===== config.mk =====
export PLATFORM = sky130hd
export DESIGN_NAME = gpr_gpio
export DESIGN_NICKNAME = d
export VERILOG_FILES = /design/src/inc/gpr_pkg.sv /design/src/verilog/gpr_gpio.sv
export SDC_FILE = /design/constraint.sdc
export NUM_CORES = 1
export LEC_CHECK = 0
export BUFFER_PORTS_ARGS = -buffer_cell sky130_fd_sc_hd__buf_2
export CORE_UTILIZATION = 35
export DETAILED_ROUTE_END_ITERATION = 10
export GPL_ROUTABILITY_DRIVEN = 1
export HOLD_SLACK_MARGIN = 0.12
export PLACE_DENSITY = 0.67
export SLEW_MARGIN = 0
export SYNTH_ARGS = -nofsm -noshare
export SYNTH_HDL_FRONTEND = slang
export SYNTH_SLANG_ARGS = --single-unit
export TNS_END_PERCENT = 10

===== constraint.sdc =====
create_clock -name clock -period 3.5 [get_ports clock]
set_input_delay 0.7 -clock clock [delete_from_list [all_inputs] [get_ports clock]]
set_output_delay 0.7 -clock clock [all_outputs]
set_load 0.02 [all_outputs]

===== src/inc/gpr_pkg.sv =====
// Shared constants for the pin control and data register block
package gpr_pkg;

    // ----------------------------------------------------------------
    // Register indices (byte address is four times the index)
    // ----------------------------------------------------------------
    localparam logic [9:0] IDX_PIN_B1_7      = 10'h007;
    localparam logic [9:0] IDX_PIN_B2_0      = 10'h008;
    localparam logic [9:0] IDX_PIN_B2_1      = 10'h009;
    localparam logic [9:0] IDX_PIN_B2_2      = 10'h00a;
    localparam logic [9:0] IDX_PIN_B2_3      = 10'h00b;
    localparam logic [9:0] IDX_PIN_B2_4      = 10'h00c;
    localparam logic [9:0] IDX_GROUP1_DATA   = 10'h015;
    localparam logic [9:0] IDX_GROUP2_DATA   = 10'h016;
    localparam logic [9:0] IDX_BLOCK_SIZE    = 10'h020;
    localparam logic [9:0] IDX_COMBINED_BASE = 10'h020;
    localparam logic [9:0] IDX_LDN_SELECT    = 10'h040;
    localparam logic [9:0] IDX_IRQ_STATUS    = 10'h041;
    localparam logic [9:0] IDX_IRQ_CLEAR     = 10'h042;
    localparam logic [9:0] IDX_IRQ_ENABLE    = 10'h043;

    // ----------------------------------------------------------------
    // Control register fields
    // ----------------------------------------------------------------
    localparam int BIT_DIR  = 0;
    localparam int BIT_POL  = 1;
    localparam int BIT_ALT  = 2;
    localparam int BIT_ALTH = 3;
    localparam int BIT_OD   = 7;

    localparam logic [7:0] MASK_CTRL_1BIT = 8'h87;
    localparam logic [7:0] MASK_CTRL_2BIT = 8'h8f;
    localparam logic [7:0] MASK_GROUP2    = 8'h1f;

    localparam logic [1:0] ALT2_GPIO = 2'h0;
    localparam logic [1:0] ALT2_DDC  = 2'h1;
    localparam logic [1:0] ALT2_EITHER_EDGE_WAKE_INPUT = 2'h2;

    // ----------------------------------------------------------------
    // Reset values
    // ----------------------------------------------------------------
    localparam logic [7:0] RST_PIN_B1_7 = 8'h01;
    localparam logic [7:0] RST_PIN_B2_X = 8'h04;
    localparam logic [7:0] RST_PIN_B2_4 = 8'h05;
    localparam logic [7:0] RST_DATA     = 8'h00;

    // ----------------------------------------------------------------
    // Status bit positions
    // ----------------------------------------------------------------
    localparam int STS_WAKE = 0;
    localparam int STS_MISC = 1;

endpackage : gpr_pkg


===== src/verilog/gpr_gpio.sv =====
// Pin control and data registers with APB slave and wake interrupt
//
// The APB slave port was chosen for this implementation.
`timescale 1ns/10ps

module gpr_gpio #(
    parameter int PADDR_W = 12
) (
    // Clock, reset, enable
    input  wire logic               clock,
    input  wire logic               rst,
    input  wire logic               ce,
    // APB slave
    input  wire logic               psel,
    input  wire logic               penable,
    input  wire logic               pwrite,
    input  wire logic [PADDR_W-1:0] paddr,
    input  wire logic [31:0]        pwdata,
    output logic                    pready,
    output logic [31:0]             prdata,
    output logic                    pslverr,
    // Pins: 0 is 1.7, 1..5 are 2.0..2.4
    input  wire logic [5:0]         pin_in,
    output logic [5:0]              pin_out,
    output logic [5:0]              pin_oe,
    input  wire logic [6:0]         group1_low_in,
    // Alternate functions
    output logic                    fan_speed_input_2,
    input  wire logic [3:0]         display_chan_pull_low,
    output logic [3:0]              display_chan_level,
    input  wire logic               down_control_enable_n,
    output logic                    wake_event,
    // Interrupt
    output logic                    irq
);

    // ----------------------------------------------------------------
    // Parameter check
    // ----------------------------------------------------------------
    if (PADDR_W < 9 || PADDR_W > 12)
    begin : g_bad_width
        $error("PADDR_W must lie between 9 and 12");
    end

    // ----------------------------------------------------------------
    // State
    // ----------------------------------------------------------------
    typedef struct packed {
        logic [5:0][7:0] ctrl;
        logic [5:0]      data;
        logic [6:0]      data1_low;
        logic            ldn_sel;
        logic [5:0]      pin_s1;
        logic [5:0]      pin_s2;
        logic [5:0]      pin_prev;
        logic [6:0]      g1_s1;
        logic [6:0]      g1_s2;
        logic [1:0]      status;
        logic [1:0]      enable;
        logic            pready;
        logic [31:0]     prdata;
        logic [5:0]      pin_out;
        logic [5:0]      pin_oe;
        logic            fan;
        logic            wake;
        logic            irq;
    } gpr_state_t;

    gpr_state_t s;
    gpr_state_t next_s;

    logic [9:0] idx;
    logic [9:0] local_idx;
    logic       in_block;
    logic       own_reg;
    logic [7:0] rd_val;
    logic       wr_done;
    logic [5:0] is_ddc;
    logic [5:0] is_either_edge_wake_input;
    logic       is_tach;
    logic       is_down;
    logic [5:0] pin_rd;
    logic [1:0] ev;
    logic [1:0] clr;
    logic [5:0] pull_pin;

    assign idx = 10'(paddr[PADDR_W-1:2]);

    // ----------------------------------------------------------------
    // Next state
    // ----------------------------------------------------------------
    always_comb
    begin
        next_s    = s;
        local_idx = 10'h000;
        in_block  = 1'b0;
        own_reg   = 1'b0;
        rd_val    = 8'h00;
        ev        = 2'h0;
        clr       = 2'h0;
        pull_pin  = {1'b0, display_chan_pull_low, 1'b0};
        wr_done   = psel && penable && s.pready && pwrite;

        // Address decode, block moved up when selected
        if (idx >= gpr_pkg::IDX_LDN_SELECT)
        begin
            own_reg = 1'b1;
        end
        else if (s.ldn_sel && idx >= gpr_pkg::IDX_COMBINED_BASE)
        begin
            in_block  = 1'b1;
            local_idx = idx - gpr_pkg::IDX_COMBINED_BASE;
        end
        else if (!s.ldn_sel && idx < gpr_pkg::IDX_BLOCK_SIZE)
        begin
            in_block  = 1'b1;
            local_idx = idx;
        end

        // Function selection per pin
        is_tach = s.ctrl[0][gpr_pkg::BIT_ALT];
        is_ddc  = 6'h00;
        is_either_edge_wake_input = 6'h00;
        is_ddc[1]  = s.ctrl[1][gpr_pkg::BIT_ALT];
        is_ddc[2]  = s.ctrl[2][gpr_pkg::BIT_ALTH:gpr_pkg::BIT_ALT] == gpr_pkg::ALT2_DDC;
        is_either_edge_wake_input[2] = s.ctrl[2][gpr_pkg::BIT_ALTH:gpr_pkg::BIT_ALT] == gpr_pkg::ALT2_EITHER_EDGE_WAKE_INPUT;
        is_ddc[3]  = s.ctrl[3][gpr_pkg::BIT_ALTH:gpr_pkg::BIT_ALT] == gpr_pkg::ALT2_DDC;
        is_either_edge_wake_input[3] = s.ctrl[3][gpr_pkg::BIT_ALTH:gpr_pkg::BIT_ALT] == gpr_pkg::ALT2_EITHER_EDGE_WAKE_INPUT;
        is_ddc[4]  = s.ctrl[4][gpr_pkg::BIT_ALT];
        is_down    = s.ctrl[5][gpr_pkg::BIT_ALT];

        // Data view of each pin
        for (int i = 0; i < 6; i++)
        begin
            if (is_ddc[i])
            begin
                pin_rd[i] = s.pin_s2[i];
            end
            else if (s.ctrl[i][gpr_pkg::BIT_DIR])
            begin
                pin_rd[i] = s.pin_s2[i] ^ s.ctrl[i][gpr_pkg::BIT_POL];
            end
            else
            begin
                pin_rd[i] = s.data[i];
            end
        end

        // Read mux
        if (in_block)
        begin
            if (local_idx >= gpr_pkg::IDX_PIN_B1_7 && local_idx <= gpr_pkg::IDX_PIN_B2_4)
            begin
                rd_val = s.ctrl[3'(local_idx - gpr_pkg::IDX_PIN_B1_7)];
            end
            else if (local_idx == gpr_pkg::IDX_GROUP1_DATA)
            begin
                rd_val = {pin_rd[0], s.data1_low};
            end
            else if (local_idx == gpr_pkg::IDX_GROUP2_DATA)
            begin
                rd_val = {3'h0, pin_rd[5:1]};
            end
            else
            begin
                rd_val = 8'h00;
            end
        end
        else if (own_reg)
        begin
            if (idx == gpr_pkg::IDX_LDN_SELECT)
            begin
                rd_val = {7'h00, s.ldn_sel};
            end
            else if (idx == gpr_pkg::IDX_IRQ_STATUS)
            begin
                rd_val = {6'h00, s.status};
            end
            else if (idx == gpr_pkg::IDX_IRQ_ENABLE)
            begin
                rd_val = {6'h00, s.enable};
            end
        end

        if (ce)
        begin
            // Synchronisers
            next_s.pin_s1    = pin_in;
            next_s.pin_s2    = s.pin_s1;
            next_s.g1_s1     = group1_low_in;
            next_s.g1_s2     = s.g1_s1;
            next_s.data1_low = s.g1_s2;
            next_s.pin_prev  = s.pin_s2;

            // APB handshake: answer in second access cycle
            next_s.pready = psel && penable && !s.pready;
            if (psel && penable && !s.pready)
            begin
                next_s.prdata = {24'h000000, rd_val};
            end

            // Register writes
            if (wr_done && in_block)
            begin
                if (local_idx == gpr_pkg::IDX_PIN_B2_1 || local_idx == gpr_pkg::IDX_PIN_B2_2)
                begin
                    next_s.ctrl[3'(local_idx - gpr_pkg::IDX_PIN_B1_7)] =
                        pwdata[7:0] & gpr_pkg::MASK_CTRL_2BIT;
                end
                else if (local_idx >= gpr_pkg::IDX_PIN_B1_7 && local_idx <= gpr_pkg::IDX_PIN_B2_4)
                begin
                    next_s.ctrl[3'(local_idx - gpr_pkg::IDX_PIN_B1_7)] =
                        pwdata[7:0] & gpr_pkg::MASK_CTRL_1BIT;
                end
                else if (local_idx == gpr_pkg::IDX_GROUP1_DATA)
                begin
                    next_s.data[0] = pwdata[7];
                end
                else if (local_idx == gpr_pkg::IDX_GROUP2_DATA)
                begin
                    next_s.data[5:1] = pwdata[4:0] & gpr_pkg::MASK_GROUP2[4:0];
                end
            end
            if (wr_done && own_reg)
            begin
                if (idx == gpr_pkg::IDX_LDN_SELECT)
                begin
                    next_s.ldn_sel = pwdata[0];
                end
                else if (idx == gpr_pkg::IDX_IRQ_CLEAR)
                begin
                    clr = pwdata[1:0];
                end
                else if (idx == gpr_pkg::IDX_IRQ_ENABLE)
                begin
                    next_s.enable = pwdata[1:0];
                end
            end

            // Either edge wake input on pins 2.1 and 2.2
            if (|(is_either_edge_wake_input & (s.pin_s2 ^ s.pin_prev)))
            begin
                ev[gpr_pkg::STS_WAKE] = 1'b1;
                ev[gpr_pkg::STS_MISC] = 1'b1;
            end
            next_s.status = (s.status & ~clr) | ev;
            next_s.wake   = ev[gpr_pkg::STS_WAKE];
            next_s.irq    = |(s.status & s.enable);

            // Pin drivers
            for (int i = 0; i < 6; i++)
            begin
                next_s.pin_out[i] = 1'b0;
                next_s.pin_oe[i]  = 1'b0;
                if (is_ddc[i])
                begin
                    next_s.pin_oe[i] = pull_pin[i];
                end
                else if (is_either_edge_wake_input[i] || (i == 0 && is_tach))
                begin
                    next_s.pin_oe[i] = 1'b0;
                end
                else if (i == 5 && is_down)
                begin
                    if (s.ctrl[i][gpr_pkg::BIT_OD])
                    begin
                        next_s.pin_oe[i] = !down_control_enable_n;
                    end
                    else
                    begin
                        next_s.pin_out[i] = down_control_enable_n;
                        next_s.pin_oe[i]  = 1'b1;
                    end
                end
                else if (!s.ctrl[i][gpr_pkg::BIT_DIR])
                begin
                    if (s.ctrl[i][gpr_pkg::BIT_OD])
                    begin
                        next_s.pin_oe[i] = !(s.data[i] ^ s.ctrl[i][gpr_pkg::BIT_POL]);
                    end
                    else
                    begin
                        next_s.pin_out[i] = s.data[i] ^ s.ctrl[i][gpr_pkg::BIT_POL];
                        next_s.pin_oe[i]  = 1'b1;
                    end
                end
            end
            next_s.fan = is_tach && s.pin_s2[0];
        end
    end

    // ----------------------------------------------------------------
    // Registers
    // ----------------------------------------------------------------
    always_ff @(posedge clock)
    begin
        if (rst)
        begin
            s         <= '0;
            s.ctrl[0] <= gpr_pkg::RST_PIN_B1_7;
            s.ctrl[1] <= gpr_pkg::RST_PIN_B2_X;
            s.ctrl[2] <= gpr_pkg::RST_PIN_B2_X;
            s.ctrl[3] <= gpr_pkg::RST_PIN_B2_X;
            s.ctrl[4] <= gpr_pkg::RST_PIN_B2_X;
            s.ctrl[5] <= gpr_pkg::RST_PIN_B2_4;
            s.data    <= gpr_pkg::RST_DATA[5:0];
        end
        else
        begin
            s <= next_s;
        end
    end

    assign pready             = s.pready;
    assign prdata             = s.prdata;
    assign pslverr            = 1'b0;
    assign pin_out            = s.pin_out;
    assign pin_oe             = s.pin_oe;
    assign fan_speed_input_2  = s.fan;
    assign display_chan_level = s.pin_s2[4:1];
    assign wake_event         = s.wake;
    assign irq                = s.irq;
endmodule : gpr_gpio


==> Yosys cells after proc, flatten, opt, wreduce, memory -nomap -nowiden <==
Cells that the tools add are included.
{ "totals": {"regBits": 122, "input_bits": 68, "out_inout_bits": 53, "word_cells": 179} }
{ "op_classes": {"n_addsub": 2, "n_lt_le_gt_ge": 7, "eq_ne": 12, "muxes": 81, "n_bitwise": 23, "n_reduce_logical": 30} }
{ "ops": {"columns": ["op", "n"], "rows": [
  ["$bwmux 48", 2],
  ["$mux 48", 2],
  ["$mux 1", 56],
  ["$eq 10x7->1 const B", 4],
  ["$mux 8", 5],
  ["$mux 10", 3],
  ["$bmux 8 s3", 1],
  ["$demux 8 s3", 1],
  ["$eq 10x4->1 const B", 2],
  ["$eq 10x5->1 const B", 2],
  ["$mux 2", 10],
  ["$xor 1x1->1", 12],
  ["$logic_and 1x1->1", 11],
  ["$ge 10x3->1 const B", 1],
  ["$ge 10x6->1 const B", 1],
  ["$ge 10x7->1 const B", 1],
  ["$le 10x4->1 const B", 1],
  ["$lt 10x6->1 const B", 1],
  ["$reduce_and 5->1", 2],
  ["$sub 10x6->10 const B", 1],
  ["$logic_not 1->1", 9],
  ["$and 4x6->6", 1],
  ["$reduce_and 3->1", 2],
  ["$reduce_and 6->1", 1],
  ["other kinds (16)", 23]
]} }

==> Longest topological paths before layout <==
Gate-level depths: netlist (run 1).
{ "depth": {"word_depth": 13, "mapped_depth": 13, "depth_no_buf": 10} }

==> Worst setup path before layout (run 1) <==
No wires, ideal clock.
{ "synth_path": {"path_kind": "in2reg", "startpoint": "input paddr[8]", "endpoint": "register (tool-made name)", "t_arrival_ns": 3.212, "required_time_ns": 3.380, "slack_ns": 0.168, "cell_stages": 11, "n_path_buf": 3, "cell_sequence": "nor4_4 -> and3_4 -> buf_2 -> buf_2 -> ha_1 -> a21o_1 -> nand4b_1 -> nor4_1 -> or4b_1 -> buf_2 -> a211o_1"} }
{ "synth_lines": {"columns": ["element", "line_no", "rtl"], "rows": [
  ["from (decl)", "gpr_gpio.sv:17", "input wire logic [PADDR_W-1:0] paddr,"]
]} }

==> results of run 1 <==
where the power goes:
group	switching, W	leakage, nW	internal (W)
Clock	0.000619	0.280	0.00106
Sequential	0.0000152	0.956	0.00137
Combinational	0.000139	1.62	0.0000711
metrics by stage:
step	worst slack, ns	hold slack [ns]	util [%]
2_1_floorplan	0.168	0.426	-
3_3_place_gp	0.181	0.442	37.8
3_5_place_dp	0.149	0.446	37.8
4_1_cts	0.538	0.458	41.2
5_1_grt	0.281	0.475	41.2
6_report	0.467	0.453	41.2
area by class of cell:
| type | count | area [um2] |
|---|---|---|
| Antenna cell | 1 | 2.50 |
| Clock buffer | 20 | 447 |
| Clock inverter | 12 | 130 |
| Fill cell | 1656 | 9780 |
| Inverter | 16 | 60.1 |
| Multi-Input combinational cell | 476 | 3140 |
| Sequential cell | 118 | 2360 |
| Tap cell | 220 | 275 |
| Timing Repair Buffer | 82 | 450 |
synth_stat cells (all sizes together), types with 2 or more instances:
| master | number |
|---|---|
| nor2 | 95 |
| a22oi | 2 |
| o31ai | 6 |
| a21oi | 29 |
| dfxtp | 118 |
| xor2 | 4 |
| a32oi | 3 |
| nor4 | 9 |
| a21o | 3 |
| clkbuf | 21 |
| nand3 | 12 |
| a31oi | 3 |
| nand4 | 3 |
| o2111ai | 2 |
| a2bb2oi | 2 |
| nor2b | 12 |
| ha | 6 |
| and3 | 6 |
| o22a | 2 |
| o31a | 2 |
| o21ai | 9 |
| buf | 61 |
| and2 | 8 |
| nor3b | 13 |
| or4 | 2 |
| nor3 | 16 |
| nand2 | 42 |
| a211oi | 5 |
| mux2i | 80 |
| inv | 16 |
| o211ai | 2 |
| mux2 | 3 |
| xnor2 | 8 |
| mux4 | 2 |
| a22o | 2 |
| nand2b | 23 |
| or2 | 2 |
| nand3b | 5 |
| o221ai | 2 |
| a221oi | 4 |
| a211o | 7 |
cells in the final DEF, fill, tap and decap left out, drive strengths merged, types with 8 or more instances in the layout:
cell / instances
dfxtp: 118
nor2: 95
buf: 82
mux2i: 80
nand2: 42
a21oi: 29
conb: 25
nand2b: 23
clkbuf: 20
inv: 16
nor3: 16
nor3b: 13
nand3: 12
nor2b: 12
o21ai: 9
nor4: 9
xnor2: 8
and2: 8
clkinv: 8
final timing paths:
path / slack, ns / cells after the start / to / start
worst min-delay path: 0.45 / 1 / s[142]$_SDFFE_PP0P_ / s[142]$_SDFFE_PP0P_
worst min register to register: 0.45 / 1 / s[142]$_SDFFE_PP0P_ / s[142]$_SDFFE_PP0P_
worst max-delay path: 0.47 / 10 / flop / paddr[8]
worst max register to register: 0.65 / 9 / flop / s[84]$_SDFFE_PP0P_
cells by family (layout without fill, tap and decap cells):
family                     Yosys count  count (layout)  share of synthesized area (%)
and+or+nand+nor                    254             254                           22.2
DFF                                118             118                           39.6
buffers and inverters               98             130                           9.45
AOI/OAI and AO/OA                   94              94                           11.0
muxes                               85              85                           14.7
xor gates and xnor gates            12              12                           1.76
adders and majority gates            6               6                           1.26
other                                1              26                         0.0628
metal layers:
| metal | GRT usage [%] | vias to the layer above | wire (um) |
|---|---|---|---|
| li1 | - | 2352 | - |
| met1 | 24.1 | 2215 | 7290 |
| met2 | 27.1 | 135 | 6600 |
| met3 | 4.79 | 9 | 761 |
| met4 | 4.41 | 0 | 140 |
| met5 | 0 | - | 0 |
==> flow_metrics.tcl, run 1 <==
set metrics [dict create \
    post-place-cells 912 \
    cts_tree "built" \
    setup_tns_ns 0 \
    hp-class "flop to flop" \
    cts_buffers 17 \
    place_area_mm2 0.00628 \
    power_w 0.00327 \
    fmax_mhz 330 \
    finalCritPeriodShare_pct 86.7 \
    ant_nets 0 \
    wl_per_cell_um 15.6 \
    clkLatencyLatePin_ns 0.42 \
    cp-start-kind "primary input" \
    synthCells 668 \
    first_pass_iters 5 \
    die_w_um 133 \
    core_area_mm2 0.0166 \
    grt_overflow 0 \
    dieArea_mm2 0.0176 \
    status "completed" \
    skew_ns 0.00935 \
    fin_area_mm2 0.00686 \
    nets 785 \
    clockRootBuffer "clkbuf_16" \
    powerDensity_mw_per_mm2 477 \
    synthFlopType "dfxtp_1" \
    drv_cap 0 \
    antenna_found_initial 0 \
    portBuffers 67 \
    worstMarginPinSlew_ns 0.740 \
    clk_pin_slew_ns 0.05 \
    path_buf_inv 2 \
    vias 4711 \
    critPathRequiredTime_ns 3.80 \
    grt_start_max_net_pins 55 \
    critPathMaxFanout 7 \
    yosys.area.top_type "dfxtp_1" \
    place_congestion 0.859 \
    finalHoldViolations 0 \
    yosysTopAreaCellShare_pct 39.6 \
    arrival_ns 3.34 \
    maxSlewViolCount 0 \
    synth.distinct_cells 66 \
    clockBufferDepth 2 \
    final-instance-count-excl-fill 945 \
    cts_sinks 118 \
    grt_pass1_vias 4424 \
    io_pins 121 \
    wirelength_um 14800 \
    cp_top_family "simple AND/OR/NAND/NOR gates" \
    h-tree-depth 4 \
    die_h_um 133 \
    relSlewSlack_pct 50.6 \
    ctsHoldBuffers 0 \
    peakVddDrop_v 0.000341 \
    grt_pass1_wl_um 23700 \
    synth.yosys.seq_area_share_pct 39.6 \
    drtIter0Drc 368 \
    leakagePower_nw 2.86 \
    slowest_delay_ns 0.65 \
    setup_viol 0 \
    start_util_pct 35.9 \
    ctsResizeCount 0 \
    endpoint_kind "flop" \
    drc 0 \
    period_minus_slack_ns 3.03 \
    async_flop_share_pct 0 \
    syn_area_mm2 0.00597 \
    critPathSlowestCell "or4b_1" \
    num_rows 47 \
    syn_to_final_growth_pct 14.9 \
    dp_hpwl_um 10700 \
    grtUsageTotal_pct 17.5 \
    yosysWarnings 0 \
    avgSynthCellArea_um2 8.94 \
    rsz0062_at_grt "no" \
    worstSetupPathType "primary input to flop" \
    vias_per_cell 4.99 \
    crit_chain "buf_2 -> nor4_4 -> nand3_1 -> inv_1 -> ha_1 -> a21o_1 -> nand4b_1 -> nor4_1 -> or4b_1 -> a211o_1" \
    synth_edf_count 0 \
    ys_seq_elements 118 \
    synth_top_cells_by_area "dfxtp_1, mux2i_1, buf_4, nor2_1, nand2_1" \
    postCtsSetupBuffers 0 \
    layout-drive-gt1-share_pct 18.0 \
]
No activity file was read; power rests on OpenSTA's default activity.
==> run 2: changes to the inputs <==
--- a/config.mk
+++ b/config.mk
@@ -5,12 +5,13 @@
 export SDC_FILE = /design/constraint.sdc
 export NUM_CORES = 1
 export LEC_CHECK = 0
+export ABC_AREA = 1
 export BUFFER_PORTS_ARGS = -buffer_cell sky130_fd_sc_hd__buf_2
-export CORE_UTILIZATION = 35
+export CORE_UTILIZATION = 45
 export DETAILED_ROUTE_END_ITERATION = 10
 export GPL_ROUTABILITY_DRIVEN = 1
 export HOLD_SLACK_MARGIN = 0.12
-export PLACE_DENSITY = 0.67
+export PLACE_DENSITY = 0.8
 export SLEW_MARGIN = 0
 export SYNTH_ARGS = -nofsm -noshare
 export SYNTH_HDL_FRONTEND = slang
==> flow_metrics.tcl, run 2 <==
set metrics [dict create \
    synthCells 855 \
    syn_to_final_growth_pct 12.9 \
    multiInputGateArea_mm2 0.00304 \
    rsz0062_at_grt "no" \
    clockRootBuffer "clkbuf_16" \
    ys_seq_elements 118 \
    start_util_pct 46.2 \
    ctsResizeCount 0 \
    period_minus_slack_ns 2.89 \
    holdPathStages 2 \
    crit_chain "buf_2 -> inv_1 -> ha_1 -> nand3_1 -> nor2_1 -> nand2_1 -> nand2_2 -> nand3_2 -> nand2_4 -> inv_2 -> nor2_1 -> inv_1 -> ha_1 -> nor2_1 -> nand3_1 -> nand3_2 -> inv_1 -> nor3_2 -> a21oi_1" \
    drv_cap 0 \
    hold_path_end "s[119]$_SDFFE_PP0P_" \
    ctsHoldBuffers 0 \
    path_buf_inv 5 \
    endpoint_kind "flop" \
    worstSetupPathType "primary input to flop" \
    final-instance-count-excl-fill 1085 \
    die_h_um 119 \
    critPathSlowestCell "nor3_2" \
    place_area_mm2 0.00638 \
    dp_hpwl_um 10800 \
    antenna_cells 0 \
    nets 971 \
    grt_pass1_vias 5127 \
    synth_common_cells "nand2_1, dfxtp_1, nor2_1" \
    hp-class "flop to flop" \
    yosys.area.top_type "dfxtp_1" \
    status "completed" \
    final_cell_mix "nand2_1, dfxtp_1, nor2_1" \
    slowest_delay_ns 0.34 \
    cts_tree "built" \
    final_common_cell "nand2_1" \
    leakagePower_nw 3.01 \
    worstHoldStart "s[119]$_SDFFE_PP0P_" \
    synthFlopType "dfxtp_1" \
    core_area_mm2 0.0133 \
    critPathMaxFanout 8 \
    clkLatencyLatePin_ns 0.41 \
    portBuffers 67 \
    wirelength_um 15200 \
    reg2reg_from "s[84]$_SDFFE_PP0P_" \
    yosysTopAreaCellShare_pct 38.4 \
    r2r_setup_slack_ns 1.11 \
    grt_overflow 0 \
    io_pins 121 \
    synth_edf_count 0 \
    num_rows 42 \
    wl_per_cell_um 14.0 \
    antenna_found_initial 0 \
    synth.distinct_cells 45 \
    grt_pass1_wl_um 25100 \
    num-fill-cells 1291 \
    peakVddDrop_v 0.000385 \
    critPathRequiredTime_ns 3.78 \
    vias 5647 \
    vias_per_cell 5.20 \
    fmax_mhz 346 \
    place_congestion 0.928 \
    worstReg2RegEnd "s[96]$_SDFFE_PP0P_" \
    synth_most_common_cell "nand2_1" \
    maxSlewViolCount 0 \
    setup_tns_ns 0 \
    syn_area_mm2 0.00615 \
    first_pass_iters 5 \
    dieArea_mm2 0.0141 \
    postCtsSetupBuffers 0 \
    grtUsageTotal_pct 22.4 \
    cp-start-kind "primary input" \
    drc 0 \
    ant_nets 0 \
    avgSynthCellArea_um2 7.19 \
    async_flop_share_pct 0 \
    cts_sinks 118 \
    grt_start_max_net_pins 41 \
    post-place-cells 1054 \
    drtIter0Drc 457 \
    clk_pin_slew_ns 0.05 \
    finalCritPeriodShare_pct 82.6 \
    die_w_um 119 \
    register_area_mm2 0.00236 \
    yosysWarnings 0 \
    cts_buffers 17 \
    setup_viol 0 \
    finalHoldViolations 0 \
    synth_top_cells_by_area "dfxtp_1, nand2_1, nor2_1, buf_4, o21ai_0" \
    h-tree-depth 4 \
    layout-drive-gt1-share_pct 17.7 \
    clockBufferDepth 2 \
    cp_top_family "simple AND/OR/NAND/NOR gates" \
    arrival_ns 3.17 \
    powerDensity_mw_per_mm2 473 \
    fin_area_mm2 0.00694 \
    synth.yosys.seq_area_share_pct 38.4 \
    reg2reg_depth 13 \
    power_w 0.00328 \
    skew_ns 0.00648 \
]
## run 2: cell families (layout without fill, tap and decap cells)
kind of cell | after synthesis | after routing | synth area share, %
AO/OA/AOI/OAI | 190 | 190 | 16.8
XOR/XNOR | 8 | 8 | 1.14
adder cells (fa/ha/maj) | 6 | 6 | 1.22
buffers and inverters | 163 | 193 | 13.5
flip-flops | 118 | 118 | 38.4
other | 1 | 25 | 0.0610
AND/OR/NAND/NOR | 369 | 369 | 28.8
## run 2: layout make-up
class	instances	share of cell area (%)
repair buffers	80	6.42
clock buffers	21	6.49
multi-input cells	598	43.9
clock inverters	10	1.53
well taps	176	3.17
flip-flops and latches	118	34.0
inverters	82	4.45
## run 2: worst reg2reg max path, stage by stage, from the launching register on
cell	delay (ns)
dfxtp_1	0.33
inv_1	0.08
nand2_1	0.08
nand2_4	0.14
inv_2	0.05
nor2_1	0.19
inv_1	0.10
ha_1	0.18
nor2_1	0.09
nand3_1	0.16
nand3_2	0.20
inv_1	0.17
nor3_2	0.34
a21oi_1	0.14
## run 2: how the worst max path moves through the flow
stage / from / end / slack [ns] / depth (start not counted)
after global routing: paddr[8] / s[97]$_SDFFE_PP0P_ / 0.40 / 19
after floorplan: paddr[8] / s[141]$_SDFFE_PP0P_ / 0.54 / 19
after global placement: paddr[8] / s[97]$_SDFFE_PP0P_ / 0.33 / 19
after CTS: paddr[8] / s[96]$_SDFFE_PP0P_ / 0.65 / 19
final: paddr[8] / s[96]$_SDFFE_PP0P_ / 0.61 / 19
after detailed placement: paddr[8] / s[96]$_SDFFE_PP0P_ / 0.22 / 19
## run 2: layer usage
layer | up-vias | global-route usage [%] | share of wire [%]
met5 | - | 0 | 0
met4 | 0 | 9.34 | 2.8
met3 | 35 | 5.60 | 6.5
met2 | 199 | 35.0 | 46
met1 | 2579 | 29.5 | 45
li1 | 2834 | - | -
## run 2: stage by stage
step / setup slack [ns] / hold slack [ns] / util, %
2_1_floorplan: 0.535 / 0.422 / -
3_3_place_gp: 0.326 / 0.429 / 48.0
3_5_place_dp: 0.217 / 0.431 / 48.0
4_1_cts: 0.652 / 0.439 / 52.2
5_1_grt: 0.395 / 0.450 / 52.2
6_report: 0.611 / 0.438 / 52.2
## run 2: power by group
group | switching [W] | internal, W | leakage [nW] | total [W]
sequential | 0.0000215 | 0.00138 | 0.961 | 0.00140
combinational | 0.000167 | 0.0000711 | 1.77 | 0.000238
clock | 0.000593 | 0.00105 | 0.276 | 0.00165
total | 0.000782 | 0.00250 | 3.01 | 0.00328
